### config.mk
export PLATFORM = sky130hd
export DESIGN_NAME = lit_timing
export DESIGN_NICKNAME = d
export VERILOG_FILES = /design/src/rtl/lit_pkg.sv /design/src/rtl/lit_osc_gen.sv /design/src/rtl/lit_cycle_counter.sv /design/src/rtl/lit_timing.sv
export SDC_FILE = /design/constraint.sdc
export NUM_CORES = 1
export LEC_CHECK = 0
export BUFFER_PORTS_ARGS = -buffer_cell sky130_fd_sc_hd__buf_4
export CAP_MARGIN = 10
export CORE_ASPECT_RATIO = 0.5
export CORE_MARGIN = 2
export CORE_UTILIZATION = 33
export DETAILED_ROUTE_END_ITERATION = 6
export SETUP_SLACK_MARGIN = 0.05
export SYNTH_ARGS = -nofsm -noshare
export SYNTH_HDL_FRONTEND = slang
export SYNTH_SLANG_ARGS = --single-unit
### constraint.sdc
create_clock -name clk_i -period 4.5 [get_ports clk_i]
set_clock_uncertainty 0.05 [all_clocks]
set_input_delay 0.9 -clock clk_i [delete_from_list [all_inputs] [get_ports clk_i]]
set_output_delay 0.9 -clock clk_i [all_outputs]
set_load 0.02 [all_outputs]
### src/rtl/lit_pkg.sv
package lit_pkg;

  // Clock and oscillator rates
  localparam int CLK_RATE_KHZ                  = 250000;
  localparam int INTERNAL_OSCILLATOR_RATE_KHZ  = 655;
  localparam int INTERNAL_OSCILLATOR_HALF_KHZ  = 327;
  // Fast oscillator period in system clocks, rounded down
  localparam int OSC_DIV = CLK_RATE_KHZ / INTERNAL_OSCILLATOR_RATE_KHZ;

  // Register indices; byte address is four times the index
  localparam logic [5:0] IDX_CMD      = 6'h00;
  localparam logic [5:0] IDX_CTRL     = 6'h01;
  localparam logic [5:0] IDX_DATA_LO  = 6'h04;
  localparam logic [5:0] IDX_DATA_HI  = 6'h05;
  localparam logic [5:0] IDX_TIMER_LO = 6'h06;
  localparam logic [5:0] IDX_TIMER_HI = 6'h07;
  localparam logic [5:0] IDX_SYNC     = 6'h08;

  // Command register fields
  localparam int CMD_ENABLE_BIT = 7;
  localparam int CMD_PDOWN_BIT  = 6;
  localparam int CMD_MODE_BIT   = 5;
  localparam int CMD_SEL_LSB    = 2;
  localparam int CMD_WIDTH_LSB  = 0;
  // Control register fields
  localparam int CTRL_GAIN_LSB  = 2;

  // Field values
  localparam logic [1:0] SEL_LIGHT   = 2'h2;
  localparam logic [1:0] WIDTH_W16   = 2'h0;
  localparam logic [1:0] WIDTH_W12   = 2'h1;
  localparam logic [1:0] WIDTH_W8    = 2'h2;
  localparam logic [1:0] GAIN_RANGE2 = 2'h1;

  // Last cycle index of an internal integration
  localparam logic [15:0] LAST_W16 = 16'hffff;
  localparam logic [15:0] LAST_W12 = 16'h0fff;
  localparam logic [15:0] LAST_W8  = 16'h00ff;
  localparam logic [15:0] LAST_W4  = 16'h000f;
  // Largest light count: internal per width, then host
  localparam logic [15:0] MAX_N15  = 16'h8000;
  localparam logic [15:0] MAX_N11  = 16'h0800;
  localparam logic [15:0] MAX_N7   = 16'h0080;
  localparam logic [15:0] MAX_N3   = 16'h0008;
  localparam logic [15:0] MAX_EXT  = 16'hffff;

  // Reset values
  localparam logic [1:0] RST_WIDTH = 2'h0;
  localparam logic [1:0] RST_SEL   = 2'h0;
  localparam logic [1:0] RST_GAIN  = 2'h0;

  typedef enum logic [1:0] {
    ph_idle = 2'b00,
    ph_run  = 2'b01,
    ph_arr1 = 2'b10,
    ph_arr2 = 2'b11
  } lit_phase_e;

endpackage : lit_pkg

### src/rtl/lit_osc_gen.sv
`timescale 1ns/100ps
module lit_osc_gen #(
  parameter int DIV = lit_pkg::OSC_DIV
) (
  input  wire logic clk_i,
  input  wire logic rst_i,
  input  wire logic half_i,
  output logic      tick_o
);

  localparam int CW = $clog2(DIV);

  typedef struct packed {
    logic [CW-1:0] div;
    logic          ph;
    logic          tick;
  } lit_osc_s;

  lit_osc_s st;
  lit_osc_s next_st;
  logic     fast;

  // Same divider in both timing modes; only gain halves it
  always_comb begin
    next_st = st;
    fast    = (st.div == CW'(DIV - 1));
    next_st.div = fast ? '0 : st.div + CW'(1);
    if (fast) begin
      next_st.ph = ~st.ph;
    end
    next_st.tick = fast && (!half_i || st.ph);
  end

  always_ff @(posedge clk_i or posedge rst_i) begin
    if (rst_i) begin
      st <= '0;
    end else begin
      st <= next_st;
    end
  end

  assign tick_o = st.tick;
endmodule : lit_osc_gen

### src/rtl/lit_cycle_counter.sv
`timescale 1ns/100ps
module lit_cycle_counter #(
  parameter int W = 16
) (
  input  wire logic         clk_i,
  input  wire logic         rst_i,
  input  wire logic         clr_i,
  input  wire logic         tick_i,
  output logic      [W-1:0] count_o
);

  typedef struct packed {
    logic [W-1:0] cnt;
  } lit_cnt_s;

  lit_cnt_s st;
  lit_cnt_s next_st;

  // Clear wins; holds at full scale rather than wrapping
  always_comb begin
    next_st = st;
    if (clr_i) begin
      next_st.cnt = '0;
    end else if (tick_i && (st.cnt != {W{1'b1}})) begin
      next_st.cnt = st.cnt + W'(1);
    end
  end

  always_ff @(posedge clk_i or posedge rst_i) begin
    if (rst_i) begin
      st <= '0;
    end else begin
      st <= next_st;
    end
  end

  assign count_o = st.cnt;
endmodule : lit_cycle_counter

### src/rtl/lit_timing.sv
`timescale 1ns/100ps
// Notes on behaviour
// Internal mode ends each integration after exactly 2^m oscillator cycles.
// One mode bit in the command register picks internal or host timing.
// Gain ranges one and two run the converter clock at half rate.
// Host mode needs three sync commands per new readable count; here only the first count takes three, each later count two.
// First sync starts array one; second ends it and starts array two.
// Third sync ends array two, publishes count, restarts array one.
// Host spaces syncs equally; period is the sum of both gaps.
// Host mode cycle counter is capped at 65,536 cycles; the counter here holds at 65,535.
// Host keeps integrations under 65,535 cycles so counter never overflows.
// Oscillator behaves the same in both timing modes.
// Internal mode light count tops out at 2^n, n from width.
// Host mode publishes the cycle total as full-scale reference.
// Width 00,01,10,11 gives 65,536, 4,096, 256, 16 cycles.
// Mode bit clear means internal timing, set means host timing; clear default.
// Gain is bits 3 and 2 of the control register, ranges one to four.
// Cycle total reads only in host mode, low and high byte.
// Counter clears when integration starts, captured when count publishes.
module lit_timing #(
  parameter int AW      = 8,
  parameter int OSC_DIV = lit_pkg::OSC_DIV
) (
  input  wire logic          clk_i,
  input  wire logic          rst_i,
  input  wire logic          psel_i,
  input  wire logic          penable_i,
  input  wire logic          pwrite_i,
  input  wire logic [AW-1:0] paddr_i,
  input  wire logic [31:0]   pwdata_i,
  input  wire logic          light_pulse_i,
  output logic      [31:0]   prdata_o,
  output logic               pready_o,
  output logic               pslverr_o,
  output logic               integrating_o,
  output logic               publish_o
);

  typedef struct packed {
    logic                enable;
    logic                pdown;
    logic                mode;
    logic [1:0]          sel;
    logic [1:0]          width;
    logic [1:0]          gain;
    lit_pkg::lit_phase_e phase;
    logic [15:0]         acc;
    logic [15:0]         data;
    logic [15:0]         timer;
    logic                pub;
    logic                integ;
    logic                pready;
    logic                pslverr;
    logic [31:0]         prdata;
  } lit_state_s;

  lit_state_s  st;
  lit_state_s  next_st;
  logic        tick;
  logic [15:0] cyc;
  logic        cyc_clr;
  logic        active;
  logic        access;
  logic        wr;
  logic        sync;
  logic        mapped;
  logic [5:0]  idx;
  logic [15:0] cap;
  logic        switching;

  // Last cycle index for a width code
  function automatic logic [15:0] lit_last(input logic [1:0] w);
    if (w == lit_pkg::WIDTH_W16) begin
      return lit_pkg::LAST_W16;
    end else if (w == lit_pkg::WIDTH_W12) begin
      return lit_pkg::LAST_W12;
    end else if (w == lit_pkg::WIDTH_W8) begin
      return lit_pkg::LAST_W8;
    end else begin
      return lit_pkg::LAST_W4;
    end
  endfunction : lit_last

  // Largest internal light count for a width code
  function automatic logic [15:0] lit_max(input logic [1:0] w);
    if (w == lit_pkg::WIDTH_W16) begin
      return lit_pkg::MAX_N15;
    end else if (w == lit_pkg::WIDTH_W12) begin
      return lit_pkg::MAX_N11;
    end else if (w == lit_pkg::WIDTH_W8) begin
      return lit_pkg::MAX_N7;
    end else begin
      return lit_pkg::MAX_N3;
    end
  endfunction : lit_max

  lit_osc_gen #(
    .DIV (OSC_DIV)
  ) u_osc (
    .clk_i  (clk_i),
    .rst_i  (rst_i),
    .half_i (st.gain <= lit_pkg::GAIN_RANGE2),
    .tick_o (tick)
  );

  lit_cycle_counter #(
    .W (16)
  ) u_cnt (
    .clk_i   (clk_i),
    .rst_i   (rst_i),
    .clr_i   (cyc_clr),
    .tick_i  (tick),
    .count_o (cyc)
  );

  always_comb begin
    next_st = st;
    next_st.pub = 1'b0;
    cyc_clr = 1'b0;
    active  = st.enable && !st.pdown && (st.sel == lit_pkg::SEL_LIGHT);
    access  = psel_i && penable_i;
    idx     = paddr_i[7:2];
    mapped  = (paddr_i[1:0] == 2'b00) && ((paddr_i >> 8) == '0);
    if (!((idx <= lit_pkg::IDX_CTRL) || ((idx >= lit_pkg::IDX_DATA_LO) && (idx <= lit_pkg::IDX_SYNC)))) begin
      mapped = 1'b0;
    end
    wr   = access && st.pready && pwrite_i && mapped;
    sync = wr && (idx == lit_pkg::IDX_SYNC);
    switching = wr && (idx == lit_pkg::IDX_CMD) && (pwdata_i[lit_pkg::CMD_MODE_BIT] != st.mode);
    // Internal count saturates at 2^n; host count at full 16 bits
    cap  = st.mode ? lit_pkg::MAX_EXT : lit_max(st.width);

    // Integration sequencing
    if (!active) begin
      next_st.phase = lit_pkg::ph_idle;
      next_st.acc   = '0;
      cyc_clr       = 1'b1;
    end else if (!st.mode) begin
      if (st.phase != lit_pkg::ph_run) begin
        next_st.phase = lit_pkg::ph_run;
        next_st.acc   = '0;
        cyc_clr       = 1'b1;
      end else if (tick && (cyc == lit_last(st.width))) begin
        next_st.data = (light_pulse_i && (st.acc != cap)) ? st.acc + 16'h0001 : st.acc;
        next_st.acc  = '0;
        next_st.pub  = 1'b1;
        cyc_clr      = 1'b1;
      end else if (tick && light_pulse_i && (st.acc != cap)) begin
        next_st.acc = st.acc + 16'h0001;
      end
    end else begin
      // Sync pulse edge drops a coincident light pulse; one count at most
      case (st.phase)
        lit_pkg::ph_idle, lit_pkg::ph_run: begin
          if (sync) begin
            next_st.phase = lit_pkg::ph_arr1;
            next_st.acc   = '0;
            cyc_clr       = 1'b1;
          end
        end
        lit_pkg::ph_arr1: begin
          if (sync) begin
            next_st.phase = lit_pkg::ph_arr2;
          end else if (tick && light_pulse_i && (st.acc != cap)) begin
            next_st.acc = st.acc + 16'h0001;
          end
        end
        lit_pkg::ph_arr2: begin
          if (sync) begin
            next_st.phase = lit_pkg::ph_arr1;
            next_st.data  = st.acc;
            next_st.timer = cyc;
            next_st.pub   = 1'b1;
            next_st.acc   = '0;
            cyc_clr       = 1'b1;
          end else if (tick && light_pulse_i && (st.acc != cap)) begin
            next_st.acc = st.acc + 16'h0001;
          end
        end
        default: begin
          next_st.phase = lit_pkg::ph_idle;
        end
      endcase
    end

    // APB slave: one wait state, write lands with pready
    next_st.pready  = access && !st.pready;
    next_st.pslverr = access && !st.pready && !mapped;
    if (access && !st.pready) begin
      next_st.prdata = '0;
      if (!mapped || pwrite_i) begin
        next_st.prdata = '0;
      end else if (idx == lit_pkg::IDX_CMD) begin
        next_st.prdata[lit_pkg::CMD_ENABLE_BIT]                  = st.enable;
        next_st.prdata[lit_pkg::CMD_PDOWN_BIT]                   = st.pdown;
        next_st.prdata[lit_pkg::CMD_MODE_BIT]                    = st.mode;
        next_st.prdata[lit_pkg::CMD_SEL_LSB+:2]                  = st.sel;
        next_st.prdata[lit_pkg::CMD_WIDTH_LSB+:2]                = st.width;
      end else if (idx == lit_pkg::IDX_CTRL) begin
        next_st.prdata[lit_pkg::CTRL_GAIN_LSB+:2] = st.gain;
      end else if (idx == lit_pkg::IDX_DATA_LO) begin
        next_st.prdata[7:0] = st.data[7:0];
      end else if (idx == lit_pkg::IDX_DATA_HI) begin
        next_st.prdata[7:0] = st.data[15:8];
      end else if (idx == lit_pkg::IDX_TIMER_LO) begin
        next_st.prdata[7:0] = st.mode ? st.timer[7:0] : 8'h00;
      end else if (idx == lit_pkg::IDX_TIMER_HI) begin
        next_st.prdata[7:0] = st.mode ? st.timer[15:8] : 8'h00;
      end
    end

    if (wr && (idx == lit_pkg::IDX_CMD)) begin
      next_st.enable = pwdata_i[lit_pkg::CMD_ENABLE_BIT];
      next_st.pdown  = pwdata_i[lit_pkg::CMD_PDOWN_BIT];
      next_st.mode   = pwdata_i[lit_pkg::CMD_MODE_BIT];
      next_st.sel    = pwdata_i[lit_pkg::CMD_SEL_LSB+:2];
      next_st.width  = pwdata_i[lit_pkg::CMD_WIDTH_LSB+:2];
      // Switching mode abandons the running integration
      if (switching) begin
        next_st.phase = lit_pkg::ph_idle;
        next_st.acc   = '0;
        // Nothing published, but data keeps its last count and still takes an internal end on this cycle
        next_st.pub   = 1'b0;
        cyc_clr       = 1'b1;
      end
    end else if (wr && (idx == lit_pkg::IDX_CTRL)) begin
      next_st.gain = pwdata_i[lit_pkg::CTRL_GAIN_LSB+:2];
    end

    // Decoded here so the pin leaves a flop directly
    next_st.integ = (next_st.phase != lit_pkg::ph_idle);
  end

  always_ff @(posedge clk_i or posedge rst_i) begin
    if (rst_i) begin
      st       <= '0;
      st.sel   <= lit_pkg::RST_SEL;
      st.width <= lit_pkg::RST_WIDTH;
      st.gain  <= lit_pkg::RST_GAIN;
      st.mode  <= 1'b0;
      st.phase <= lit_pkg::ph_idle;
    end else begin
      st <= next_st;
    end
  end

  assign prdata_o      = st.prdata;
  assign pready_o      = st.pready;
  assign pslverr_o     = st.pslverr;
  assign integrating_o = st.integ;
  assign publish_o     = st.pub;
endmodule : lit_timing

== After elaboration in Yosys (flattened, before gate mapping) ==
Cells that the tools add are included.

* Register bits after elaboration: 98
* Bits in latches: 0
* Memory bits (writable): 0
* Bits in read-only memories: 0
* Output and inout port bits: 36
* Memories: 0

* Add/sub/neg operators: 3
* $mul: 0
* Div/mod/pow operators: 0
* Order comparisons: 4
* Equal/unequal tests: 21
* Shifts and indexed selects: 0
* Multiplexer cells: 59
* Bitwise gates (word level): 2
* Reduce and logical (&&, ||, !) cells: 38

{| class="wikitable"
|+ Operators by type and width
! kind !! count
|-
| 16-bit two-way mux || 16
|-
| 18-bit two-way mux || 4
|-
| 8-bit two-way mux || 9
|-
| 33-bit two-way mux || 2
|-
| 18-bit case mux with 3 select lines || 1
|-
| 34-bit two-way mux || 1
|-
| 16-bit by 1-bit adder with 16-bit output, second input constant || 2
|-
| 6-bit by 3-bit equality test with 1-bit output, second input constant || 4
|-
| 12-bit two-way mux || 2
|-
| 1-bit logical AND || 19
|-
| 16-bit equality test || 1
|-
| 16-bit != test || 1
|-
| 16-bit != test, second input constant || 1
|-
| 1-bit two-way mux || 15
|-
| 2-bit two-way mux || 5
|-
| 9-bit by 1-bit adder with 9-bit output, second input constant || 1
|-
| 9-bit equality test, second input constant || 1
|-
| 9-bit two-way mux || 1
|-
| 2-bit equality test, second input constant || 4
|-
| 4-bit two-way mux || 2
|-
| 6-bit by 1-bit equality test with 1-bit output, second input constant || 1
|-
| 6-bit by 4-bit equality test with 1-bit output, second input constant || 1
|-
| 6-bit by 3-bit >= comparator with 1-bit output, second input constant || 1
|-
| 6-bit by 1-bit less-or-equal comparator with 1-bit output, second input constant || 1
|-
| other kinds (18) || 31
|}

== Depth between registers and ports, before layout ==
Gate-level depths: netlist of the first run.

* Depth in word-level cells: 16
* Mapped depth: 10

== Hierarchy ==
Synthesis of the first run repeated with hierarchy kept, for this count alone.

* Cell total of the unflattened synthesis: 673
* Area, all modules: 6154.7 µm²

{| class="wikitable"
|+ By module, submodules not included
! module !! instances !! cells each !! area each (µm²) !! seq. area each (µm²)
|-
| lit_timing || 1 || 519 || 4667.0 || 1776.7
|-
| lit_cycle_counter || 1 || 101 || 932.1 || 400.4
|-
| lit_osc_gen || 1 || 53 || 555.5 || 275.3
|}

== Least setup slack after synthesis of the first run ==
Ideal clock, no wire load.

* Path type: input-to-reg
* Start: input port paddr_i[3]
* End: register st[44] (netlist bit)
* Arrival: 3.049 ns
* Required time: 4.322 ns
* Setup slack: 1.274 ns
* Stages: 9
* Cells stage by stage: buf_6 or4_4 or3b_1 buf_6 nor4_4 and2_1 buf_6 buf_6 mux2_1

* Word-level cells in the longest chain between the ends: 7

{| class="wikitable"
|+ Ends and longest elaborated chain
! what !! RTL line !! text
|-
| start, declared || lit_timing.sv:29 || <nowiki>input wire logic [AW-1:0] paddr_i,</nowiki>
|-
| 6-bit by 3-bit >= comparator with 1-bit output or 6-bit by 4-bit less-or-equal comparator with 1-bit output (tied branches) || lit_timing.sv:124 || <nowiki>if (!((idx <= lit_pkg::IDX_CTRL) || ((idx >= lit_pkg::IDX_DATA_LO) && (idx <= lit_pkg::IDX_SYNC)))) begin</nowiki>
|-
| 1-bit logical AND || lit_timing.sv:124 ||
|-
| 1-bit logical OR || lit_timing.sv:124 ||
|-
| 1-bit two-way mux || lit_timing.sv:124 ||
|-
| 1-bit logical AND || lit_timing.sv:127 || <nowiki>wr = access && st.pready && pwrite_i && mapped;</nowiki>
|-
| 1-bit logical AND (*) || lit_timing.sv:128 || <nowiki>sync = wr && (idx == lit_pkg::IDX_SYNC);</nowiki>
|-
| 4-bit AND reduction (no source line) (*) || - ||
|-
| end signal, assigned || lit_timing.sv:243 || <nowiki>st <= next_st;</nowiki>
|-
| end, declared || lit_timing.sv:57 || <nowiki>lit_state_s st;</nowiki>
|}

Mark *: on every way between the ends. The rest lies on a longest branch, timed or not.
A chain may end at the register's enable or synchronous reset.

== Final worst setup path of the first run ==
* Start: input port paddr_i[2]
* End: register st[39] (netlist bit)

Same word-level chain as after synthesis.

==> qor.csv, run 1 <==
stage,metric,value,unit
timing,Fin. Hold Viols,0,
power_and_ir_drop,Sw Pwr,0.428,mW
drt,DRT iter0 DRCs,376,
logic_synthesis,register area share after synthesis,0.432,
cells_and_area,post-route insts no fill,845,
drt,DRT antenna net count,0,
placement,routability congestion estimate,0.871,
power_and_ir_drop,register share of total power,0.498,
timing,RSZ-0062 raised after global routing,no,
clocking,Post CTS Setup Buffer Count,0,
job,number of max-cap violations,0,
global_route,pin count of the biggest net entering global routing,79,
worst_setup_path,CP Data Arrival Time,3.51,ns
drt,post-DR vias/cell,5.33,
timing,setup violators final,0,
worst_setup_path,Critical Path End,st[39],
worst_setup_path,"setup slack, reg-to-reg",1.39,ns
logic_synthesis,Synth Instances,598,
timing,sum of negative setup slack,0,ns
floorplanning,Die Width,190,um
clocking,hold buffer count at CTS,0,
global_route,Tot GR Track Use,0.158,
floorplanning,die height,96.8,um
logic_synthesis,main combinational cell family by area after synthesis,simple AND/OR/NAND/NOR gates,
floorplanning,core box area,0.0166,mm^2
logic_synthesis,Mean Syn Cell Area,9.50,um^2
logic_synthesis,Post-Synth Simple-Gate Area,0.204,
drt,Residual DRC,0,
placement,hpwl dp,10400,um
clocking,Clock Pin Slew Worst Setup and Hold Paths,0.07,ns
cells_and_area,Fillers,1658,
drt,DRT Pass-1 Iters,5,
clocking,post-CTS sizing,0,
global_route,initial antenna violation count,0,
clocking,CTS Sinks,98,
power_and_ir_drop,clock share of power,0.461,
floorplanning,IO Count,82,
clocking,CTS HTree Levels,3,
timing,Max Fclk,301,MHz
clocking,Clock Path Buffers,2,
worst_setup_path,r2r endpoint,u_cnt.count_o[13],
power_and_ir_drop,Max IR drop VDD,0.183,mV
cells_and_area,share of cells above drive strength 1,0.150,
power_and_ir_drop,internal cell power,1.34,mW
clocking,CTS Buf Count,9,
timing,slew margin rel.,0.304,
worst_setup_path,Crit. Startpoint,paddr_i[2],
logic_synthesis,"EDFF count, synth",0,
global_route,first-pass GRT wire length,23000,um
clocking,root buffer cell,clkbuf_16,
run_status,status,"finished, final reports clean",
logic_synthesis,Synth Register Bits,98,
worst_setup_path,kind of critical path,in -> reg,
cells_and_area,diode count,0,
timing,worst slew pin tran,1.03,ns
clocking,CTS tree,built,
power_and_ir_drop,Net Sw Frac,0.242,
floorplanning,Row Count,33,
cells_and_area,Final #Nets,663,
worst_setup_path,Worst setup SP type,input pin,
worst_setup_path,reg-to-reg startpoint,u_cnt.count_o[12],
min_path,hold_sp,u_osc.st[1],
logic_synthesis,Post-Syn Area,0.00568,mm^2
clocking,later-pin clock latency in the skew report,0.35,ns
drt,wire length per cell,16.8,um
placement,port bufs,32,
logic_synthesis,Yosys cell types,71,
power_and_ir_drop,Tot Pwr,1.77,mW
power_and_ir_drop,leakage,2.68,nW
logic_synthesis,ys async rst share,1.00,
power_and_ir_drop,PD cells,281,mW/mm^2
timing,max-slew violation count,0,
logic_synthesis,adder-cell share of the synthesized area,0.00881,
min_path,HP Class,reg -> reg,
power_and_ir_drop,Comb power frac,0.041,
floorplanning,Initial Utilization,0.342,
drt,drt total wl,14200,um
global_route,vias in the first global route,4255,
timing,crit path time final,3.33,ns
worst_setup_path,CP Data Required Time,4.69,ns
placement,DP Cell Count,828,
drt,vias after detailed routing,4507,
logic_synthesis,warning count from the yosys run,0,
worst_setup_path,Worst setup EP type,flip-flop,
logic_synthesis,XOR/XNOR share of the synthesized area,0.0539,
global_route,global route total overflow,0,
worst_setup_path,Register-to-Register Path Depth,6,
worst_setup_path,Crit Path Max Fanout,16,
cells_and_area,Syn-to-layout area delta,10.9,%
floorplanning,Die ar.,0.0184,mm^2
logic_synthesis,compound-cell area share of the yosys netlist,0.163,
timing,period utilisation layout,0.739,
logic_synthesis,multiplexer share of the synthesized area,0.0564,
logic_synthesis,Synth Flop Type,dfrtp_1,
-- worst max-delay path, cell delays in order --
cell and delay, ns:
buf_4 0.14, or4_4 0.55, or3b_1 0.62, nor4_4 0.46
and2_1 0.21, buf_4 0.26, mux2_2 0.36
-- cell usage after synthesis, drive strengths merged, types with 4 or more instances --
library cell	instances	area share
dfrtp	98	0.43
a31oi	15	0.017
xor2	24	0.037
or2	6	0.0066
o221ai	7	0.011
a311oi	10	0.015
a222oi	4	0.0070
ha	4	0.0088
and3	14	0.015
buf	42	0.055
nand4	14	0.015
nand3	28	0.025
clkbuf	20	0.013
a31o	4	0.0062
or4	7	0.0099
o21ai	22	0.019
nor3b	5	0.0066
mux2	24	0.048
inv	18	0.012
or3	4	0.0044
xnor2	11	0.017
nor4	12	0.018
a22oi	6	0.0079
nor2	50	0.033
a22o	7	0.011
nand2	50	0.033
a21oi	19	0.017
mux2i	5	0.0088
nor3	16	0.017
o211ai	8	0.011
-- power by group through the flow --
stage	logic [mW]	clock network, mW	registers [mW]
after global placement	0.0723	0	0.900
after CTS	0.0730	0.828	0.882
after floorplan	0.0599	0	0.901
after global routing	0.0800	0.868	0.882
after detailed placement	0.0729	0	0.900
final	0.0717	0.816	0.882
-- metal layers --
metal / up-vias / global-route usage / part of all wire
met3: 21 / 0.0341 / 0.049
met2: 144 / 0.227 / 0.42
met5: - / 0 / 0
li1: 2170 / - / -
met4: 0 / 0.0507 / 0.019
met1: 2172 / 0.235 / 0.51
-- metrics by stage --
step	hold slack, ns	worst slack [ns]	cell area [um^2]	utilization
floorplan	0.393	0.988	5770	-
global placement	0.406	0.834	5980	0.360
detailed placement	0.410	0.825	5980	0.360
CTS	0.424	1.19	6300	0.379
global route	0.453	1.01	6300	0.380
finish	0.420	1.17	6300	0.380
-- how the worst min path moves through the flow --
stage / slack [ns] / endpoint / cells past startpoint
after floorplan: 0.39 / u_osc.st[1] / 1
after global placement: 0.41 / u_osc.st[1] / 1
after detailed placement: 0.41 / u_osc.st[1] / 1
after CTS: 0.42 / u_osc.st[1] / 1
after global routing: 0.45 / u_osc.st[1] / 1
final: 0.42 / u_osc.st[1] / 1
-- cell type report --
class	count	area, um^2	area share
Clock buffer	9	225	0.0357
Clock inverter	7	87.6	0.0139
Inverter	20	77.6	0.0123
Multi-Input combinational cell	441	2850	0.453
Sequential cell	98	2450	0.389
Tap cell	227	284	0.0451
Timing Repair Buffer	43	320	0.0508
-- sequential cells by signal, indices dropped and copies added, names as in the netlist --
register       count
u_osc.st          10
publish_o          1
pready_o           1
st                59
u_osc.tick_o       1
integrating_o      1
u_cnt.count_o     16
pslverr_o          1
prdata_o           8
-- cell usage in the layout (no fill, tap or decap), types with 5 or more instances in the layout --
master / synthesis / final
or4_1: 6 / 6
o211ai_1: 8 / 8
xor2_1: 24 / 24
nor2_1: 50 / 50
o221ai_1: 7 / 7
a311oi_1: 10 / 10
buf_4: 32 / 42
clkbuf_16: 0 / 9
nor4_1: 9 / 9
mux2_2: 15 / 15
nor3b_1: 5 / 5
a22o_1: 7 / 7
conb_1: 1 / 24
nand4_1: 14 / 14
mux2_1: 9 / 9
xnor2_1: 11 / 11
nor3_1: 14 / 14
o21ai_0: 20 / 20
nand3_1: 28 / 28
and3_1: 14 / 14
dfrtp_1: 98 / 98
a22oi_1: 6 / 6
nand2_1: 50 / 50
inv_1: 18 / 17
a21oi_1: 18 / 18
mux2i_1: 5 / 5
a31oi_1: 15 / 15
-- kinds of logic after synthesis --
kind of cell / Yosys count
and+or+nand+nor: 221
DFF: 98
buffers and inverters: 82
AOI/OAI and AO/OA: 128
adders and majority gates: 4
xor gates and xnor gates: 35
other: 1
muxes: 29
Note: power is estimated with default switching activity, not from simulation.
==> inputs of run 2 (changes only) <==
clock period = 3.3 ns   (was 4.5 ns; I/O delays follow)
==> run 2 against run 1 <==
  * Power increased by 45%
  * Count of clock-buffer cells in the layout unchanged
  * Die area unchanged
  * Wire length increased by 1.4%
  * Largest cell class unchanged
  * Non-clock buffer count increased by 18
  * Worst setup slack got worse by 0.73 ns
  * Utilization increased by 1.3 points
  * Global-route usage increased by 0.31 points
  * Sequential cell count unchanged
  * Critical path type unchanged
  * Final cell count increased by 2.2%
==> qor.csv, run 2 (synthesis gave the netlist of run 1 again) <==
stage,metric,value,unit,change
global_route,M3 GR Usage,0.0345,,was 0.0341
clocking,CTS Sinks,98,,unchanged
drt,DRT iter0 DRCs,546,,was 376
cells_and_area,post-route insts no fill,864,,was 845
clocking,CTS tree,built,,unchanged
worst_setup_path,crit path cell chain,"buf_4, or4_4, or3b_1, buf_4, nor2_1, o21ai_1, o211ai_1, a31oi_1",,"was buf_4, or4_4, or3b_1, nor4_4, and2_1, buf_4, mux2_2"
floorplanning,core box area,0.0166,mm^2,unchanged
worst_setup_path,CP Data Arrival Time,3.00,ns,was 3.51 ns
global_route,met2 Track Usage GR,0.238,,was 0.227
global_route,initial antenna violation count,1,,was 0
global_route,pin count of the biggest net entering global routing,99,,was 79
worst_setup_path,kind of critical path,in -> reg,,unchanged
floorplanning,IO Count,82,,unchanged
cells_and_area,Largest register FFs,59,,unchanged
clocking,Clock Pin Slew Worst Setup and Hold Paths,0.07,ns,about the same
cells_and_area,"commonest cells after routing, fill and taps aside","dfrtp_1 (98), buf_4 (58), nor2_1 (50), nand2_1 (50), nand3_1 (28)",,"was dfrtp_1 (98), nor2_1 (50), nand2_1 (50)"
worst_setup_path,Worst setup EP type,flip-flop,,unchanged
worst_setup_path,Critical Path End,st[71],,was st[39]
global_route,GR Util met1,0.238,,was 0.235
worst_setup_path,WP depth,8,,was 7
global_route,Tot GR Track Use,0.161,,was 0.158
global_route,GRT Max-Usage Layer,met1,,unchanged
floorplanning,Initial Utilization,0.342,,unchanged
cells_and_area,register area,0.00245,mm^2,unchanged
drt,drt total wl,14400,um,was 14200 um
power_and_ir_drop,leakage,2.80,nW,was 2.68 nW
clocking,CTS HTree Levels,3,,unchanged
timing,sum of negative setup slack,0,ns,unchanged
global_route,first-pass GRT wire length,23700,um,was 23000 um
timing,crit path time final,2.85,ns,
clocking,post-CTS sizing,0,,unchanged
cells_and_area,Fillers,1608,,was 1658
floorplanning,Die Width,190,um,unchanged
floorplanning,die height,96.8,um,unchanged
power_and_ir_drop,Tot Pwr,2.56,mW,was 1.77 mW
worst_setup_path,Crit. Startpoint,paddr_i[3],,was paddr_i[2]
clocking,hold buffer count at CTS,0,,unchanged
placement,hpwl dp,10400,um,about the same
drt,vias after detailed routing,4666,,was 4507
worst_setup_path,reg-to-reg startpoint,u_cnt.count_o[4],,was u_cnt.count_o[12]
power_and_ir_drop,PD cells,392,mW/mm^2,was 281 mW/mm^2
clocking,Post CTS Setup Buffer Count,0,,unchanged
cells_and_area,Multi-input gate area,0.00285,mm^2,unchanged
placement,port bufs,32,,unchanged
worst_setup_path,"Top cell by count, worst path",buf_4,,unchanged
placement,routability congestion estimate,0.872,,was 0.871
worst_setup_path,r2r endpoint,st[76],,was u_cnt.count_o[13]
cells_and_area,Syn-to-layout area delta,14.8,%,was 10.9%
drt,DRT Pass-1 Iters,5,,unchanged
worst_setup_path,CP Data Required Time,3.45,ns,was 4.69 ns
timing,setup violators final,0,,unchanged
worst_setup_path,CP max-delay cell,or4_4,,was or3b_1
cells_and_area,"Most flops, register",st,,unchanged
drt,DRT antenna net count,0,,unchanged
timing,worst slew pin tran,1.16,ns,was 1.03 ns
cells_and_area,Final #Nets,681,,was 663
drt,wire length per cell,16.6,um,was 16.8 um
timing,max-slew violation count,0,,unchanged
worst_setup_path,Crit path max-delay family,simple AND/OR/NAND/NOR gates,,unchanged
cells_and_area,share of cells above drive strength 1,0.175,,was 0.150
clocking,later-pin clock latency in the skew report,0.35,ns,about the same
timing,period utilisation layout,0.864,,
job,number of max-cap violations,0,,unchanged
worst_setup_path,"setup slack, reg-to-reg",0.45,ns,was 1.39 ns
worst_setup_path,CP peak stage delay,0.53,ns,was 0.62 ns
worst_setup_path,Register-to-Register Path Depth,6,,unchanged
global_route,global route total overflow,0,,unchanged
min_path,HP Class,in -> async,,was reg -> reg
drt,post-DR vias/cell,5.40,,was 5.33
floorplanning,Row Count,33,,unchanged
timing,RSZ-0062 raised after global routing,no,,unchanged
floorplanning,Die ar.,0.0184,mm^2,unchanged
clocking,root buffer cell,clkbuf_16,,unchanged
run_status,status,"finished, final reports clean",,unchanged
cells_and_area,"most common cell after layout, fill and taps aside",dfrtp_1,,unchanged
clocking,Clock Path Buffers,2,,unchanged
worst_setup_path,worst path bufs/invs,2,,unchanged
global_route,vias in the first global route,4331,,was 4255
drt,Residual DRC,0,,unchanged
timing,slew margin rel.,0.223,,was 0.304
placement,DP Cell Count,847,,was 828
timing,Max Fclk,351,MHz,
worst_setup_path,Crit Path Max Fanout,10,,was 16
clocking,CTS Buf Count,9,,unchanged
timing,Fin. Hold Viols,0,,unchanged
power_and_ir_drop,Max IR drop VDD,0.278,mV,was 0.183 mV
worst_setup_path,Worst setup SP type,input pin,,unchanged
[run 2: changes by cell type in the layout (fill, tap and decap cells not counted)]
| cell | before | now |
|---|---|---|
| clkinv_2 | 1 | 0 |
| inv_4 | 1 | 0 |
| buf_12 | 0 | 3 |
| buf_4 | 42 | 58 |
| inv_8 | 1 | 2 |
| diode_2 | 0 | 1 |
| clkinv_8 | 1 | 0 |
| buf_2 | 1 | 0 |
| bufinv_16 | 1 | 3 |
[run 2: per-stage QoR]
| stage | setup slack [ns] | instance area (um^2) | util | hold slack (ns) |
|---|---|---|---|---|
| after global placement | 0.174 | 6160 | 0.371 | 0.406 |
| final | 0.449 | 6520 | 0.393 | 0.393 |
| after floorplan | 0.314 | 5770 | - | 0.393 |
| after detailed placement | 0.140 | 6160 | 0.371 | 0.409 |
| after CTS | 0.463 | 6520 | 0.393 | 0.423 |
| after global routing | 0.204 | 6520 | 0.393 | 0.451 |
[run 2: worst min path at each step]
stage / depth (start not counted) / endpoint / slack, ns
floorplan: 1 / u_osc.st[1] / 0.39
global placement: 1 / u_osc.st[1] / 0.41
detailed placement: 1 / u_osc.st[1] / 0.41
CTS: 1 / u_osc.st[1] / 0.42
global route: 1 / u_osc.st[1] / 0.45
finish: 3 / u_osc.st[9] / 0.39
[run 2: final cells by class]
cell class	count	area share
Antenna cell	1	0.000384
Clock buffer	9	0.0345
Clock inverter	7	0.0200
Inverter	20	0.0121
Multi-Input combinational cell	441	0.438
Sequential cell	98	0.376
Tap cell	227	0.0435
Timing Repair Buffer	61	0.0760
[run 2: routing by layer]
layer	part of all wire	wire length, um	vias up
met5	0	0	-
met2	0.42	6090	166
met1	0.51	7260	2271
li1	-	-	2211
met4	0.016	235	0
met3	0.054	779	18
[run 2: report_power, final]
group	total [mW]	switching, mW	internal, mW
Clock	1.25	0.495	0.756
Combinational	0.104	0.0745	0.0296
Sequential	1.20	0.00129	1.20
[run 2: worst reg2reg max path, cell delays in order (launching register included)]
cell	delay, ns
dfrtp_1	0.48
nand4_1	0.31
or4_1	0.57
a22o_1	0.27
o2111ai_1	0.59
nor3_1	0.18
a31o_2	0.28
==> inputs of run 3 (changes only) <==
--- a/config.mk
+++ b/config.mk
@@ -6,5 +6,4 @@
 export NUM_CORES = 1
 export LEC_CHECK = 0
-export BUFFER_PORTS_ARGS = -buffer_cell sky130_fd_sc_hd__buf_4
 export CAP_MARGIN = 10
 export CORE_ASPECT_RATIO = 0.5
@@ -12,4 +11,5 @@
 export CORE_UTILIZATION = 33
 export DETAILED_ROUTE_END_ITERATION = 6
+export DONT_BUFFER_PORTS = 1
 export SETUP_SLACK_MARGIN = 0.05
 export SYNTH_ARGS = -nofsm -noshare
==> constraint.sdc (replaced) <==
create_clock -name clk_i -period 3.3 [get_ports clk_i]
set_clock_uncertainty 0.05 [all_clocks]
set_input_delay 0 -clock clk_i [delete_from_list [all_inputs] [get_ports clk_i]]
set_output_delay 0 -clock clk_i [all_outputs]
set_load 0.02 [all_outputs]
==> run 3 against run 2 <==
  * The flow now finishes with violations (hold timing)
  * Sequential cell count unchanged
  * Sequential share of layout area up 1.5 points
  * Wire length increased by 1.1%
  * Via count down 0.88%
  * Power down 9.8%
  * Largest cell class unchanged
  * Register-to-register slack better by 0.11 ns
  * First-iteration DRC count is 20% lower
  * Clock power decreased by 18%
  * Worst setup slack better by 0.11 ns
  * Largest power group is now registers
==> qor.csv, run 3 (synthesis gave the netlist of run 1 again) <==
stage,metric,value,unit,change
drt,vias after detailed routing,4625,,was 4666
global_route,vias in the first global route,4308,,was 4331
power_and_ir_drop,Net Sw Frac,0.242,,was 0.223
power_and_ir_drop,clock share of power,0.440,,was 0.489
cells_and_area,"Most flops, register",st,,unchanged
power_and_ir_drop,Sw Pwr,0.558,mW,was 0.570 mW
cells_and_area,Largest register FFs,59,,unchanged
placement,routability congestion estimate,0.942,,was 0.872
timing,setup violators final,0,,unchanged
cells_and_area,Syn-to-layout area delta,10.3,%,was 14.8%
worst_setup_path,Crit Path Max Fanout,7,,was 10
cells_and_area,Finished Core Util,0.378,,was 0.393
cells_and_area,share of cells above drive strength 1,0.119,,was 0.175
cells_and_area,Final #Nets,657,,was 681
power_and_ir_drop,internal cell power,1.75,mW,was 1.99 mW
clocking,CTS Buf Count,9,,unchanged
global_route,initial antenna violation count,0,,was 1
drt,DRT antenna net count,0,,unchanged
worst_setup_path,CP Data Arrival Time,2.93,ns,was 3.00 ns
global_route,GR Util met1,0.239,,was 0.238
floorplanning,IO Count,82,,unchanged
timing,period utilisation layout,0.831,,was 0.864
run_status,failing checks,hold timing,,
timing,slew margin rel.,0.372,,was 0.223
floorplanning,Row Count,33,,unchanged
timing,RSZ-0062 raised after global routing,no,,unchanged
power_and_ir_drop,Comb power frac,0.037,,was 0.041
global_route,Tot GR Track Use,0.163,,was 0.161
drt,Residual DRC,0,,unchanged
worst_setup_path,kind of critical path,reg -> reg,,was in -> reg
drt,wire length per cell,17.3,um,was 16.6 um
floorplanning,Initial Utilization,0.342,,unchanged
power_and_ir_drop,Tot Pwr,2.31,mW,was 2.56 mW
placement,hpwl dp,10700,um,was 10400 um
min_path,HP Class,in -> reg,,was in -> async
timing,Fin. Hold Viols,1,,was 0
floorplanning,core box area,0.0166,mm^2,unchanged
floorplanning,Die ar.,0.0184,mm^2,unchanged
timing,worst slew pin tran,0.938,ns,was 1.16 ns
floorplanning,die height,96.8,um,unchanged
run_status,status,"finished, violations left",,"was finished, final reports clean"
timing,Hold WS,-0.00314,ns,was 0.393 ns
drt,DRT iter0 DRCs,439,,was 546
worst_setup_path,CP Data Required Time,3.49,ns,was 3.45 ns
global_route,global route total overflow,0,,unchanged
global_route,GRT Max-Usage Layer,met2,,was met1
drt,DRT Pass-1 Iters,7,,was 5
clocking,CTS tree,built,,unchanged
clocking,CTS Sinks,98,,unchanged
clocking,CTS HTree Levels,3,,unchanged
timing,sum of negative setup slack,0,ns,unchanged
placement,DP Cell Count,808,,was 847
cells_and_area,post-route insts no fill,839,,was 864
job,number of max-cap violations,0,,unchanged
global_route,pin count of the biggest net entering global routing,44,,was 99
clocking,root buffer cell,clkbuf_16,,unchanged
timing,max-slew violation count,0,,unchanged
cells_and_area,diode count,0,,was 1
clocking,Clock Path Buffers,2,,unchanged
clocking,Clock Pin Slew Worst Setup and Hold Paths,0.07,ns,about the same
power_and_ir_drop,register share of total power,0.523,,was 0.470
worst_setup_path,Worst setup SP type,flip-flop,,was input pin
drt,post-DR vias/cell,5.51,,was 5.40
global_route,met2 Track Usage GR,0.241,,was 0.238
placement,port bufs,0,,was 32
drt,drt total wl,14500,um,was 14400 um
cells_and_area,"most common cell after layout, fill and taps aside",dfrtp_1,,unchanged
global_route,first-pass GRT wire length,23700,um,about the same
floorplanning,Die Width,190,um,unchanged
timing,Max Fclk,365,MHz,was 351 MHz
global_route,M3 GR Usage,0.0370,,was 0.0345
cells_and_area,"commonest cells after routing, fill and taps aside","dfrtp_1 (98), nor2_1 (50), nand2_1 (50)",,"was dfrtp_1 (98), buf_4 (58), nor2_1 (50), nand2_1 (50), nand3_1 (28)"
power_and_ir_drop,Max IR drop VDD,0.238,mV,was 0.278 mV
timing,crit path time final,2.74,ns,was 2.85 ns
worst_setup_path,Worst setup EP type,flip-flop,,unchanged
power_and_ir_drop,leakage,2.61,nW,was 2.80 nW
clocking,later-pin clock latency in the skew report,0.35,ns,about the same
power_and_ir_drop,PD cells,368,mW/mm^2,was 392 mW/mm^2
## run 3: changes by cell type in the layout (fill, tap and decap cells not counted)
cell	before	now
bufinv_16	3	0
buf_4	58	22
clkinvlp_4	1	3
inv_4	0	1
buf_2	0	1
buf_12	3	0
diode_2	1	0
dlygate4sd3_1	0	14
## run 3: power groups by stage
stage	registers, mW	clock network (mW)	logic [mW]
after floorplan	1.23	0	0.0816
after global placement	1.23	0	0.0707
after detailed placement	1.23	0	0.0716
after CTS	1.21	1.04	0.0877
after global routing	1.21	1.09	0.0952
final	1.21	1.02	0.0859
## run 3: worst paths after layout
kind | depth (start not counted) | start | end | slack (ns)
worst min-delay path | 3 | paddr_i[5] | prdata_o[4] | -0.003
max in group asynchronous | 3 | rst_i | publish_o | 2.24
worst max-delay path | 7 | u_cnt.count_o[4] | st[76] | 0.56
min in group asynchronous | 2 | rst_i | u_osc.st[10] | 0.13
worst min register to register | 1 | u_osc.st[1] | u_osc.st[1] | 0.42
worst max register to register | 7 | u_cnt.count_o[4] | st[76] | 0.56
## run 3: cell type report
class	instances	area, um^2
Fill cell	1657	10300
Sequential cell	98	2450
Multi-Input combinational cell	441	2850
Timing Repair Buffer	37	310
Clock buffer	9	225
Tap cell	227	284
Inverter	20	77.6
Clock inverter	7	62.6
## run 3: repair_timing
action                                  4_1_cts  5_1_grt
endpoints found under the setup margin        0        0
resized for setup                             0        0
setup buffers                                 0        0
hold buffers                                 14        0
hold endpoints to repair                     62        0
## run 3: per-stage QoR
step                area [um^2]  setup WS [ns]
floorplan                  5770          0.688
global placement           5830          0.540
detailed placement         5830          0.432
CTS                        6260          0.411
global route               6270          0.391
finish                     6270          0.557
## run 3: critical path: stages (launching register included)
cell,delay (ns)
dfrtp_1,0.49
nand4_1,0.31
or4_1,0.58
a22o_1,0.27
o2111ai_1,0.41
buf_4,0.24
a211oi_1,0.05
a31o_2,0.22
## run 3: routing by layer
metal  share of wire  routed length [um]
met3           0.066                 963
met2            0.43                6190
met5               0                   0
met1            0.49                7130
met4           0.016                 231
